[src/common/srf_pkg.sv]
// package: constants and types for the safety relay fault diagnostic block
package srf_pkg;
   localparam int NUM_CH          = 12;
   localparam int STAT_W          = 32;
   localparam int NEG_LSB         = 0;
   localparam int POS_LSB         = 12;
   localparam int BIT_RESTART     = 24;
   localparam int BIT_FEEDBACK    = 25;
   localparam int BIT_RELAY       = 26;
   localparam int BIT_SUPPLY_OK   = 27;
   localparam int UNUSED_LSB      = 28;
   localparam int UNUSED_W        = 4;
   localparam logic [STAT_W-1:0] STATUS_RST = 32'h00000000;
   // indicator codes {run, err, io}
   localparam logic [2:0] IND_NORMAL    = 3'h4;
   localparam logic [2:0] IND_INOPER    = 3'h2;
   localparam logic [2:0] IND_SUPPLY    = 3'h1;
   localparam logic [2:0] IND_UNDERVOLT = 3'h5;
   localparam logic [2:0] IND_INTERNAL  = 3'h6;
   localparam logic [2:0] IND_GENERAL   = 3'h7;
   // fault classes
   typedef enum logic [1:0]
   {
      SRF_FLT_NONE     = 2'h0,
      SRF_FLT_EXTERNAL = 2'h1,
      SRF_FLT_INTERNAL = 2'h3,
      SRF_FLT_OTHER    = 2'h2
   } srf_fault_class_e;
   // relay control states, gray coded along idle -> armed -> closed
   typedef enum logic [1:0]
   {
      SRF_ST_OPEN    = 2'h0,
      SRF_ST_READY   = 2'h1,
      SRF_ST_CLOSED  = 2'h3,
      SRF_ST_LOCKED  = 2'h2
   } srf_state_e;
endpackage : srf_pkg

[src/verilog/srf_sync.sv]
// two-flop synchroniser for a vector of pin inputs
`timescale 1ns/1ps
`default_nettype none
module srf_sync
#(
   parameter int WIDTH = 1
)
(
   // clock and reset
   input  wire logic             clk_i,
   input  wire logic             rst_i,
   // data
   input  wire logic [WIDTH-1:0] d_i,
   output var  logic [WIDTH-1:0] q_o
);
   logic [WIDTH-1:0] meta_r;

   // refused while elaborating, before any logic is built
   if (WIDTH < 1)
   begin : g_bad_width
      $error("srf_sync: WIDTH must be at least 1");
   end

   // first stage feeds only the second stage
   always_ff @(posedge clk_i or posedge rst_i)
   begin
      if (rst_i)
      begin
         meta_r <= '0;
         q_o    <= '0;
      end
      else
      begin
         meta_r <= d_i;
         q_o    <= meta_r;
      end
   end
endmodule : srf_sync
`default_nettype wire

[src/verilog/srf_safety_diag.sv]
// safety relay fault detection, lockout and diagnostic status vector
//
// Overview of operation
// - inter-channel short clears status bit 27 to signal a fault
// - double-contact mismatch on activated device opens outputs and locks out reactivation
// - no reactivation while the feedback loop is open
// - internal failure opens relays at next activation or supply trip, never closes again
// - current-limit trip drives bit 27 low and flags a fault
// - external supply loss opens outputs at once and flags a fault
// - power-up reset clears the input self-check lockout
// - consistency uses present states; matching channels drop the mismatch lockout
// - bits 0-11 negative, 12-23 positive channel contacts, set means closed
// - bit 24 set only when restart input and feedback loop both closed
// - bit 25 follows the feedback loop, set when closed
// - bit 26 set while both output relays are driven
// - bit 27 set while supply present, cleared on supply fault or short
// - bits 28-31 unused, read as zero
// - run/err/io indicators encode normal, inoperative, supply, low, internal, general
// - faults classed external (supply), internal (self-check) or other
// - channel bits keep showing real contact states during faults
// - restart only without stop request and with loop closed, edge or level
// - supply at the low threshold forces outputs open regardless of indication
`timescale 1ns/1ps
`default_nettype none
module srf_safety_diag
   import srf_pkg::*;
#(
   parameter int CHANNELS = NUM_CH
)
(
   // clock and reset
   input  wire logic                REF_CLK_I,
   input  wire logic                RESET_I,
   // channel contacts, high means closed
   input  wire logic [CHANNELS-1:0] NEG_CONTACT_I,
   input  wire logic [CHANNELS-1:0] POS_CONTACT_I,
   // wiring and restart
   input  wire logic                DOUBLE_CONTACT_MODE_I,
   input  wire logic                RESTART_CLOSED_I,
   input  wire logic                RESTART_EDGE_MODE_I,
   input  wire logic                FEEDBACK_CLOSED_I,
   // supply and self-check monitors
   input  wire logic                SUPPLY_PRESENT_I,
   input  wire logic                SUPPLY_ABOVE_LOW_I,
   input  wire logic                SUPPLY_ABOVE_WARN_I,
   input  wire logic                SUPPLY_CHECK_EN_I,
   input  wire logic                CURRENT_LIMIT_I,
   input  wire logic                CHANNEL_SHORT_I,
   input  wire logic                INTERNAL_FAULT_I,
   input  wire logic                MODULE_INOPERATIVE_I,
   // relay drive and diagnostics
   output var  logic                OUTPUT_RELAY_A_O,
   output var  logic                OUTPUT_RELAY_B_O,
   output var  logic [STAT_W-1:0]   STATUS_O,
   output var  logic                RUN_LED_O,
   output var  logic                ERR_LED_O,
   output var  logic                IO_LED_O,
   output var  logic [1:0]          FAULT_CLASS_O,
   output var  logic                LOCKOUT_O
);
   // refused while elaborating: the status layout has fixed bit positions
   if (CHANNELS != NUM_CH)
   begin : g_bad_channels
      $error("srf_safety_diag: status layout serves exactly twelve channels");
   end

   ////////////////////////////////////////////////////////////////////////////
   // synchronise pins
   localparam int MISC_W = 12;
   logic [CHANNELS-1:0] neg_s;
   logic [CHANNELS-1:0] pos_s;
   logic [MISC_W-1:0]   misc_s;

   srf_sync #(.WIDTH(CHANNELS)) u_sync_neg
   (
      .clk_i (REF_CLK_I),
      .rst_i (RESET_I),
      .d_i   (NEG_CONTACT_I),
      .q_o   (neg_s)
   );

   srf_sync #(.WIDTH(CHANNELS)) u_sync_pos
   (
      .clk_i (REF_CLK_I),
      .rst_i (RESET_I),
      .d_i   (POS_CONTACT_I),
      .q_o   (pos_s)
   );

   srf_sync #(.WIDTH(MISC_W)) u_sync_misc
   (
      .clk_i (REF_CLK_I),
      .rst_i (RESET_I),
      .d_i   ({DOUBLE_CONTACT_MODE_I, RESTART_CLOSED_I, RESTART_EDGE_MODE_I,
               FEEDBACK_CLOSED_I, SUPPLY_PRESENT_I, SUPPLY_ABOVE_LOW_I,
               SUPPLY_ABOVE_WARN_I, SUPPLY_CHECK_EN_I, CURRENT_LIMIT_I,
               CHANNEL_SHORT_I, INTERNAL_FAULT_I, MODULE_INOPERATIVE_I}),
      .q_o   (misc_s)
   );

   logic dbl_s;
   logic rst_cl_s;
   logic edge_mode_s;
   logic fb_s;
   logic sup_s;
   logic sup_low_ok_s;
   logic sup_warn_ok_s;
   logic sup_chk_s;
   logic ilim_s;
   logic short_s;
   logic int_s;
   logic inop_s;

   assign {dbl_s, rst_cl_s, edge_mode_s, fb_s, sup_s, sup_low_ok_s,
           sup_warn_ok_s, sup_chk_s, ilim_s, short_s, int_s, inop_s} = misc_s;

   ////////////////////////////////////////////////////////////////////////////
   // stop request and consistency check

   // a channel pair is activated when its negative contact opens, or either contact in double-contact mode
   function automatic logic any_open(input logic [CHANNELS-1:0] n,
                                     input logic [CHANNELS-1:0] p,
                                     input logic dbl);
      any_open = dbl ? (~&n | ~&p) : ~&n;
   endfunction : any_open

   logic stop_req;
   logic mismatch;
   assign stop_req = any_open(neg_s, pos_s, dbl_s);
   // only present states compared; opening the device's other contact restores agreement
   assign mismatch = dbl_s && (neg_s != pos_s);

   // outputs must drop immediately on these, without waiting for the fsm
   logic supply_trip;
   assign supply_trip = !sup_s || !sup_low_ok_s || ilim_s;

   ////////////////////////////////////////////////////////////////////////////
   // self-check lockout (cleared only by power-up reset, matched channels or single-contact mode)
   logic check_lock_r;

   always_ff @(posedge REF_CLK_I or posedge RESET_I)
   begin
      if (RESET_I)
      begin
         check_lock_r <= 1'b0;
      end
      else if (mismatch && stop_req)
      begin
         check_lock_r <= 1'b1;
      end
      else if (!mismatch)
      begin
         check_lock_r <= 1'b0;
      end
   end

   ////////////////////////////////////////////////////////////////////////////
   // permanent internal-fault latch, only a power cycle clears it
   logic int_latch_r;

   always_ff @(posedge REF_CLK_I or posedge RESET_I)
   begin
      if (RESET_I)
      begin
         int_latch_r <= 1'b0;
      end
      else if (int_s || ilim_s)
      begin
         int_latch_r <= 1'b1;
      end
   end

   ////////////////////////////////////////////////////////////////////////////
   // restart edge detect on the synchronised level
   logic rst_cl_d_r;

   always_ff @(posedge REF_CLK_I or posedge RESET_I)
   begin
      if (RESET_I)
      begin
         rst_cl_d_r <= 1'b0;
      end
      else
      begin
         rst_cl_d_r <= rst_cl_s;
      end
   end

   // falling edge = button released after press
   logic restart_req;
   assign restart_req = edge_mode_s ? (rst_cl_d_r && !rst_cl_s) : rst_cl_s;

   logic restart_ok;
   assign restart_ok = restart_req && fb_s && !stop_req && !check_lock_r
                       && !int_latch_r && !supply_trip;

   ////////////////////////////////////////////////////////////////////////////
   // relay control state machine
   srf_state_e state_r;

   always_ff @(posedge REF_CLK_I or posedge RESET_I)
   begin
      if (RESET_I)
      begin
         state_r <= SRF_ST_OPEN;
      end
      else
      begin
         case (state_r)
            SRF_ST_OPEN:
            begin
               if (int_latch_r)
               begin
                  state_r <= SRF_ST_LOCKED;
               end
               else if (!stop_req && fb_s && !check_lock_r)
               begin
                  state_r <= SRF_ST_READY;
               end
            end
            SRF_ST_READY:
            begin
               if (int_latch_r)
               begin
                  state_r <= SRF_ST_LOCKED;
               end
               else if (stop_req || !fb_s || check_lock_r || supply_trip)
               begin
                  state_r <= SRF_ST_OPEN;
               end
               else if (restart_ok)
               begin
                  state_r <= SRF_ST_CLOSED;
               end
            end
            SRF_ST_CLOSED:
            begin
               // an internal fault waits for the next activation unless supply trips
               if (stop_req || supply_trip || check_lock_r)
               begin
                  state_r <= int_latch_r ? SRF_ST_LOCKED : SRF_ST_OPEN;
               end
            end
            SRF_ST_LOCKED:
            begin
               state_r <= SRF_ST_LOCKED;
            end
            default:
            begin
               state_r <= SRF_ST_OPEN;
            end
         endcase
      end
   end

   // drive gated combinationally too, so a supply trip opens one edge after the sync delay
   logic relay_drive;
   assign relay_drive = (state_r == SRF_ST_CLOSED) && !supply_trip && !check_lock_r;

   always_ff @(posedge REF_CLK_I or posedge RESET_I)
   begin
      if (RESET_I)
      begin
         OUTPUT_RELAY_A_O <= 1'b0;
         OUTPUT_RELAY_B_O <= 1'b0;
      end
      else
      begin
         OUTPUT_RELAY_A_O <= relay_drive;
         OUTPUT_RELAY_B_O <= relay_drive;
      end
   end

   ////////////////////////////////////////////////////////////////////////////
   // status vector, registered each cycle
   logic [STAT_W-1:0] status_nxt;

   always_comb
   begin
      status_nxt = STATUS_RST;
      status_nxt[NEG_LSB +: NUM_CH] = neg_s;
      status_nxt[POS_LSB +: NUM_CH] = pos_s;
      status_nxt[BIT_RESTART]       = rst_cl_s && fb_s;
      status_nxt[BIT_FEEDBACK]      = fb_s;
      status_nxt[BIT_RELAY]         = relay_drive;
      status_nxt[BIT_SUPPLY_OK]     = sup_s && !short_s && !ilim_s;
      status_nxt[UNUSED_LSB +: UNUSED_W] = '0;
   end

   always_ff @(posedge REF_CLK_I or posedge RESET_I)
   begin
      if (RESET_I)
      begin
         STATUS_O <= STATUS_RST;
      end
      else
      begin
         STATUS_O <= status_nxt;
      end
   end

   ////////////////////////////////////////////////////////////////////////////
   // fault classes and module indicators
   logic ext_fault;
   logic low_warn;
   logic internal_f;
   logic general_f;
   srf_fault_class_e class_nxt;
   logic [2:0] ind_nxt;

   // without supply surveillance enabled, supply faults are not indicated
   assign ext_fault  = sup_chk_s && !sup_s;
   assign low_warn   = sup_chk_s && sup_s && !sup_warn_ok_s;
   assign internal_f = int_latch_r || check_lock_r;
   assign general_f  = short_s || ilim_s;

   always_comb
   begin
      class_nxt = SRF_FLT_NONE;
      ind_nxt   = IND_NORMAL;
      if (general_f)
      begin
         class_nxt = SRF_FLT_OTHER;
         ind_nxt   = IND_GENERAL;
      end
      else if (inop_s)
      begin
         class_nxt = SRF_FLT_INTERNAL;
         ind_nxt   = IND_INOPER;
      end
      else if (internal_f)
      begin
         class_nxt = SRF_FLT_INTERNAL;
         ind_nxt   = IND_INTERNAL;
      end
      else if (ext_fault)
      begin
         class_nxt = SRF_FLT_EXTERNAL;
         ind_nxt   = IND_SUPPLY;
      end
      else if (low_warn)
      begin
         class_nxt = SRF_FLT_EXTERNAL;
         ind_nxt   = IND_UNDERVOLT;
      end
   end

   always_ff @(posedge REF_CLK_I or posedge RESET_I)
   begin
      if (RESET_I)
      begin
         RUN_LED_O     <= 1'b0;
         ERR_LED_O     <= 1'b0;
         IO_LED_O      <= 1'b0;
         FAULT_CLASS_O <= SRF_FLT_NONE;
         LOCKOUT_O     <= 1'b0;
      end
      else
      begin
         {RUN_LED_O, ERR_LED_O, IO_LED_O} <= ind_nxt;
         FAULT_CLASS_O <= class_nxt;
         LOCKOUT_O     <= check_lock_r || int_latch_r;
      end
   end
endmodule : srf_safety_diag
`default_nettype wire

[config.mk]
export PLATFORM = sky130hd
export DESIGN_NAME = srf_safety_diag
export DESIGN_NICKNAME = d
export VERILOG_FILES = /design/src/common/srf_pkg.sv /design/src/verilog/srf_sync.sv /design/src/verilog/srf_safety_diag.sv
export SDC_FILE = /design/constraint.sdc
export NUM_CORES = 1
export LEC_CHECK = 0
export BUFFER_PORTS_ARGS = -buffer_cell sky130_fd_sc_hd__buf_2
export CAP_MARGIN = 15
export CORE_UTILIZATION = 45
export CTS_CLUSTER_DIAMETER = 50
export CTS_CLUSTER_SIZE = 24
export DETAILED_ROUTE_END_ITERATION = 16
export PLACE_DENSITY = 0.8
export SLEW_MARGIN = 20
export SYNTH_ARGS = -nofsm -noshare
export SYNTH_HDL_FRONTEND = slang
export SYNTH_SLANG_ARGS = --single-unit
export TNS_END_PERCENT = 100
[constraint.sdc]
create_clock -name REF_CLK_I -period 9.2 [get_ports REF_CLK_I]
set_input_delay 0.46 -clock REF_CLK_I [delete_from_list [all_inputs] [get_ports REF_CLK_I]]
set_output_delay 0.46 -clock REF_CLK_I [all_outputs]
set_load 0.01 [all_outputs]
==> flow_summary.json <==
{
  "total_number_of_placement_rows": 30,
  "fp.coreArea_um2": 6830,
  "drv.max_cap_violation_count": 0,
  "synth.lib_cells_used.distinct": 27,
  "final.period_utilization_pct": 15.8,
  "finalClockSkew_ns": 0.0111,
  "ctsHtreeMaxLevel": 3,
  "die-area_um2": 7440,
  "critical_path_peak_fanout": 5,
  "drt_iter0_drc": 117,
  "timing.fmax_ghz": 0.689,
  "r2r.worst_path.cells": 4,
  "detailed_place_hpwl_mm": 3.32,
  "worst_case_vdd_ir_drop_v": 0.000107,
  "cts_max_path_buffers": 2,
  "status": "finished, final reports clean",
  "post-cts-setup-buffer-count": 0,
  "i_o_pin_count": 78,
  "timing.setup.critical_path_class": "register to register",
  "pin_count_of_the_biggest_net_entering_global_routing": 76,
  "rr_startpoint": "int_latch_r$_DFFE_PP0P_",
  "post-route-drc-count": 0,
  "drive_above_1_share_pct": 36.3,
  "layout.cells.most_common_list": "sky130_fd_sc_hd__dfrtp_1, sky130_fd_sc_hd__buf_2, sky130_fd_sc_hd__xnor2_1",
  "num_vias": 1493,
  "grt_pass1_wl_mm": 7.47,
  "setup.worst_path.end_class": "register",
  "grt.met1_usage_pct": 16.8,
  "report.final.setup_viol": 0,
  "synth.cell_area_um2": 3190,
  "clk_pin_slew_worst_paths_ns": 0.09,
  "synth.ff_latch_count": 110,
  "portBuffers": 73,
  "postCtsResizedCells": 0,
  "ant_nets": 0,
  "insertion_delay_ns": 0.35,
  "avgRoutedWirePerCell_um": 13.2,
  "grt.met2_usage_pct": 23.2,
  "die_height_um": 86.3,
  "holdCritPathClass": "input port to asynchronous set/reset pin",
  "final_common_cell": "sky130_fd_sc_hd__dfrtp_1",
  "setup.reg_to_reg.worst_slack_ns": 7.75,
  "powerDensity_nw_per_um2": 217,
  "yosysSeqAreaShare_pct": 86.2,
  "hold_buffers": 0,
  "synthesis_to_finish_area_growth_pct": 20.1,
  "avg_inst_size_synth_um2": 18.7,
  "grt.busiest_layer": "met2",
  "regToRegEndpoint": "state_r[1]$_DFFE_PP0P_",
  "grtUsageMet3_pct": 3.52,
  "antenna_found_initial": 0,
  "worst_ep_required_time_ns": 9.42,
  "grt_setup_unrepaired": "no",
  "grt_overflow": 0,
  "n_antenna_cell": 0,
  "initial_core_util_pct": 46.8,
  "via_per_inst": 4.24,
  "crit_path_start_kind": "register",
  "slew_limit_fails": 0,
  "cts_tree": "done",
  "drt-total-wl_mm": 4.64,
  "total_cts_buffers": 9,
  "place_ws_ns": 7.42,
  "worstMarginPinSlew_ns": 0.875,
  "cp.arrival_ns": 1.67,
  "finalCriticalPeriod_ns": 1.45,
  "finalSetupTns_ns": 0,
  "cts.root.buffer_cell": "sky130_fd_sc_hd__clkbuf_8",
  "floorplan.die.width_um": 86.3,
  "clock_net_sink_count": 110,
  "timing.critical_path.from": "int_latch_r$_DFFE_PP0P_",
  "syn_inst": 171,
  "place.gp.congestion": 0.823,
  "post-route-worst-setup-slack_ns": 7.75,
  "leakage_component_of_the_power_nw": 1.77,
  "slew_headroom_pct": 41.7,
  "synthesis.yosys.warnings": 0,
  "detail_route.first_pass.iterations": 4,
  "via_count_of_the_first_global_routing_pass": 1521,
  "nNetsFinal": 289,
  "timing_hold_violations_final": 0,
  "tot_gr_track_use_pct": 14.0
}
==> synth_stat cells (all sizes together) <==
| cell type | count | share of area, % |
|---|---|---|
| nor3b | 1 | 0.24 |
| xnor2 | 12 | 3.3 |
| o21a | 1 | 0.24 |
| or2 | 1 | 0.20 |
| a22oi | 1 | 0.24 |
| inv | 2 | 0.24 |
| o31a | 1 | 0.27 |
| or3b | 1 | 0.35 |
| and2 | 4 | 0.78 |
| a21oi | 2 | 0.43 |
| conb | 1 | 0.12 |
| nand4b | 1 | 0.74 |
| a21boi | 1 | 0.24 |
| or3 | 1 | 0.20 |
| buf | 8 | 2.0 |
| o31ai | 2 | 0.47 |
| dfrtp | 110 | 86 |
| nand4 | 9 | 1.8 |
| o21ai | 1 | 0.16 |
| mux2i | 1 | 0.31 |
| nor2 | 3 | 0.35 |
| nand2 | 4 | 0.47 |
| nor3 | 2 | 0.47 |
| o2111ai | 1 | 0.27 |
==> report_power, final <==
group	switching (mW)	internal (mW)	leakage (nW)	total, mW
Sequential	0.0113	0.506	1.28	0.517
Clock	0.144	0.135	0.0932	0.279
Combinational	0.0206	0.0154	0.402	0.0360
Total	0.176	0.656	1.77	0.832
==> worst max-delay path, cell delays in order (launching register included) <==
cell and delay, ns:
sky130_fd_sc_hd__dfrtp_1 0.39, sky130_fd_sc_hd__or2_1 0.27, sky130_fd_sc_hd__or3b_4 0.42, sky130_fd_sc_hd__nor3_2 0.16
sky130_fd_sc_hd__a22oi_1 0.08
==> per-stage QoR <==
step | cells | total power [mW] | utilization [%] | hold WS [ns] | area, um^2
6_report | 352 | 0.832 | 56.2 | 0.109 | 3840
3_3_place_gp | 336 | 0.563 | 53.2 | 0.332 | 3640
2_1_floorplan | 174 | 0.544 | - | 0.331 | 3210
4_1_cts | 352 | 0.841 | 56.2 | 0.105 | 3840
3_5_place_dp | 336 | 0.564 | 53.2 | 0.335 | 3640
5_1_grt | 352 | 0.869 | 56.2 | 0.120 | 3840
==> flip-flops by register name, summed over array words and instances (netlist names) <==
name                count
STATUS_O               28
u_sync_misc.meta_r     12
u_sync_misc.q_o        12
u_sync_neg.meta_r      12
u_sync_neg.q_o         12
u_sync_pos.meta_r      12
u_sync_pos.q_o         12
state_r                 2
ERR_LED_O               1
FAULT_CLASS_O           1
IO_LED_O                1
LOCKOUT_O               1
RUN_LED_O               1
check_lock_r            1
int_latch_r             1
rst_cl_d_r              1
==> cell type report <==
class | count | area, um^2
Fill cell | 577 | 3000
Multi-Input combinational cell | 54 | 382
Clock inverter | 4 | 53.8
Clock buffer | 12 | 145
Tap cell | 96 | 120
Inverter | 2 | 10.0
Sequential cell | 110 | 2750
Timing Repair Buffer | 74 | 373
==> layer usage <==
layer / routed length (um) / vias up
met5: 0 / -
met4: 115 / 0
met3: 197 / 12
met2: 2440 / 47
met1: 1890 / 724
li1: - / 710
==> cell families (layout without fill, tap and decap cells) <==
kind of cell           after synthesis  after routing  share of synthesized area [%]
other                                1              4                          0.117
XOR/XNOR                            12             12                           3.29
AO/OA/AOI/OAI                       10             10                           2.31
AND/OR/NAND/NOR                     27             27                           5.56
flip-flops                         110            110                           86.2
buffers and inverters               10             92                           2.23
multiplexers                         1              1                          0.313
==> worst max-delay path by stage <==
stage               cells past startpoint                     end  slack [ns]
floorplan                               1     ERR_LED_O$_DFF_PP0_        5.84
global placement                        3     RUN_LED_O$_DFF_PP0_        7.47
detailed placement                      3  STATUS_O[26]$_DFF_PP0_        7.42
CTS                                     4  state_r[1]$_DFFE_PP0P_        7.75
global route                            3  state_r[1]$_DFFE_PP0P_        7.62
finish                                  4  state_r[1]$_DFFE_PP0P_        7.75
No activity file was read; power rests on OpenSTA's default activity.
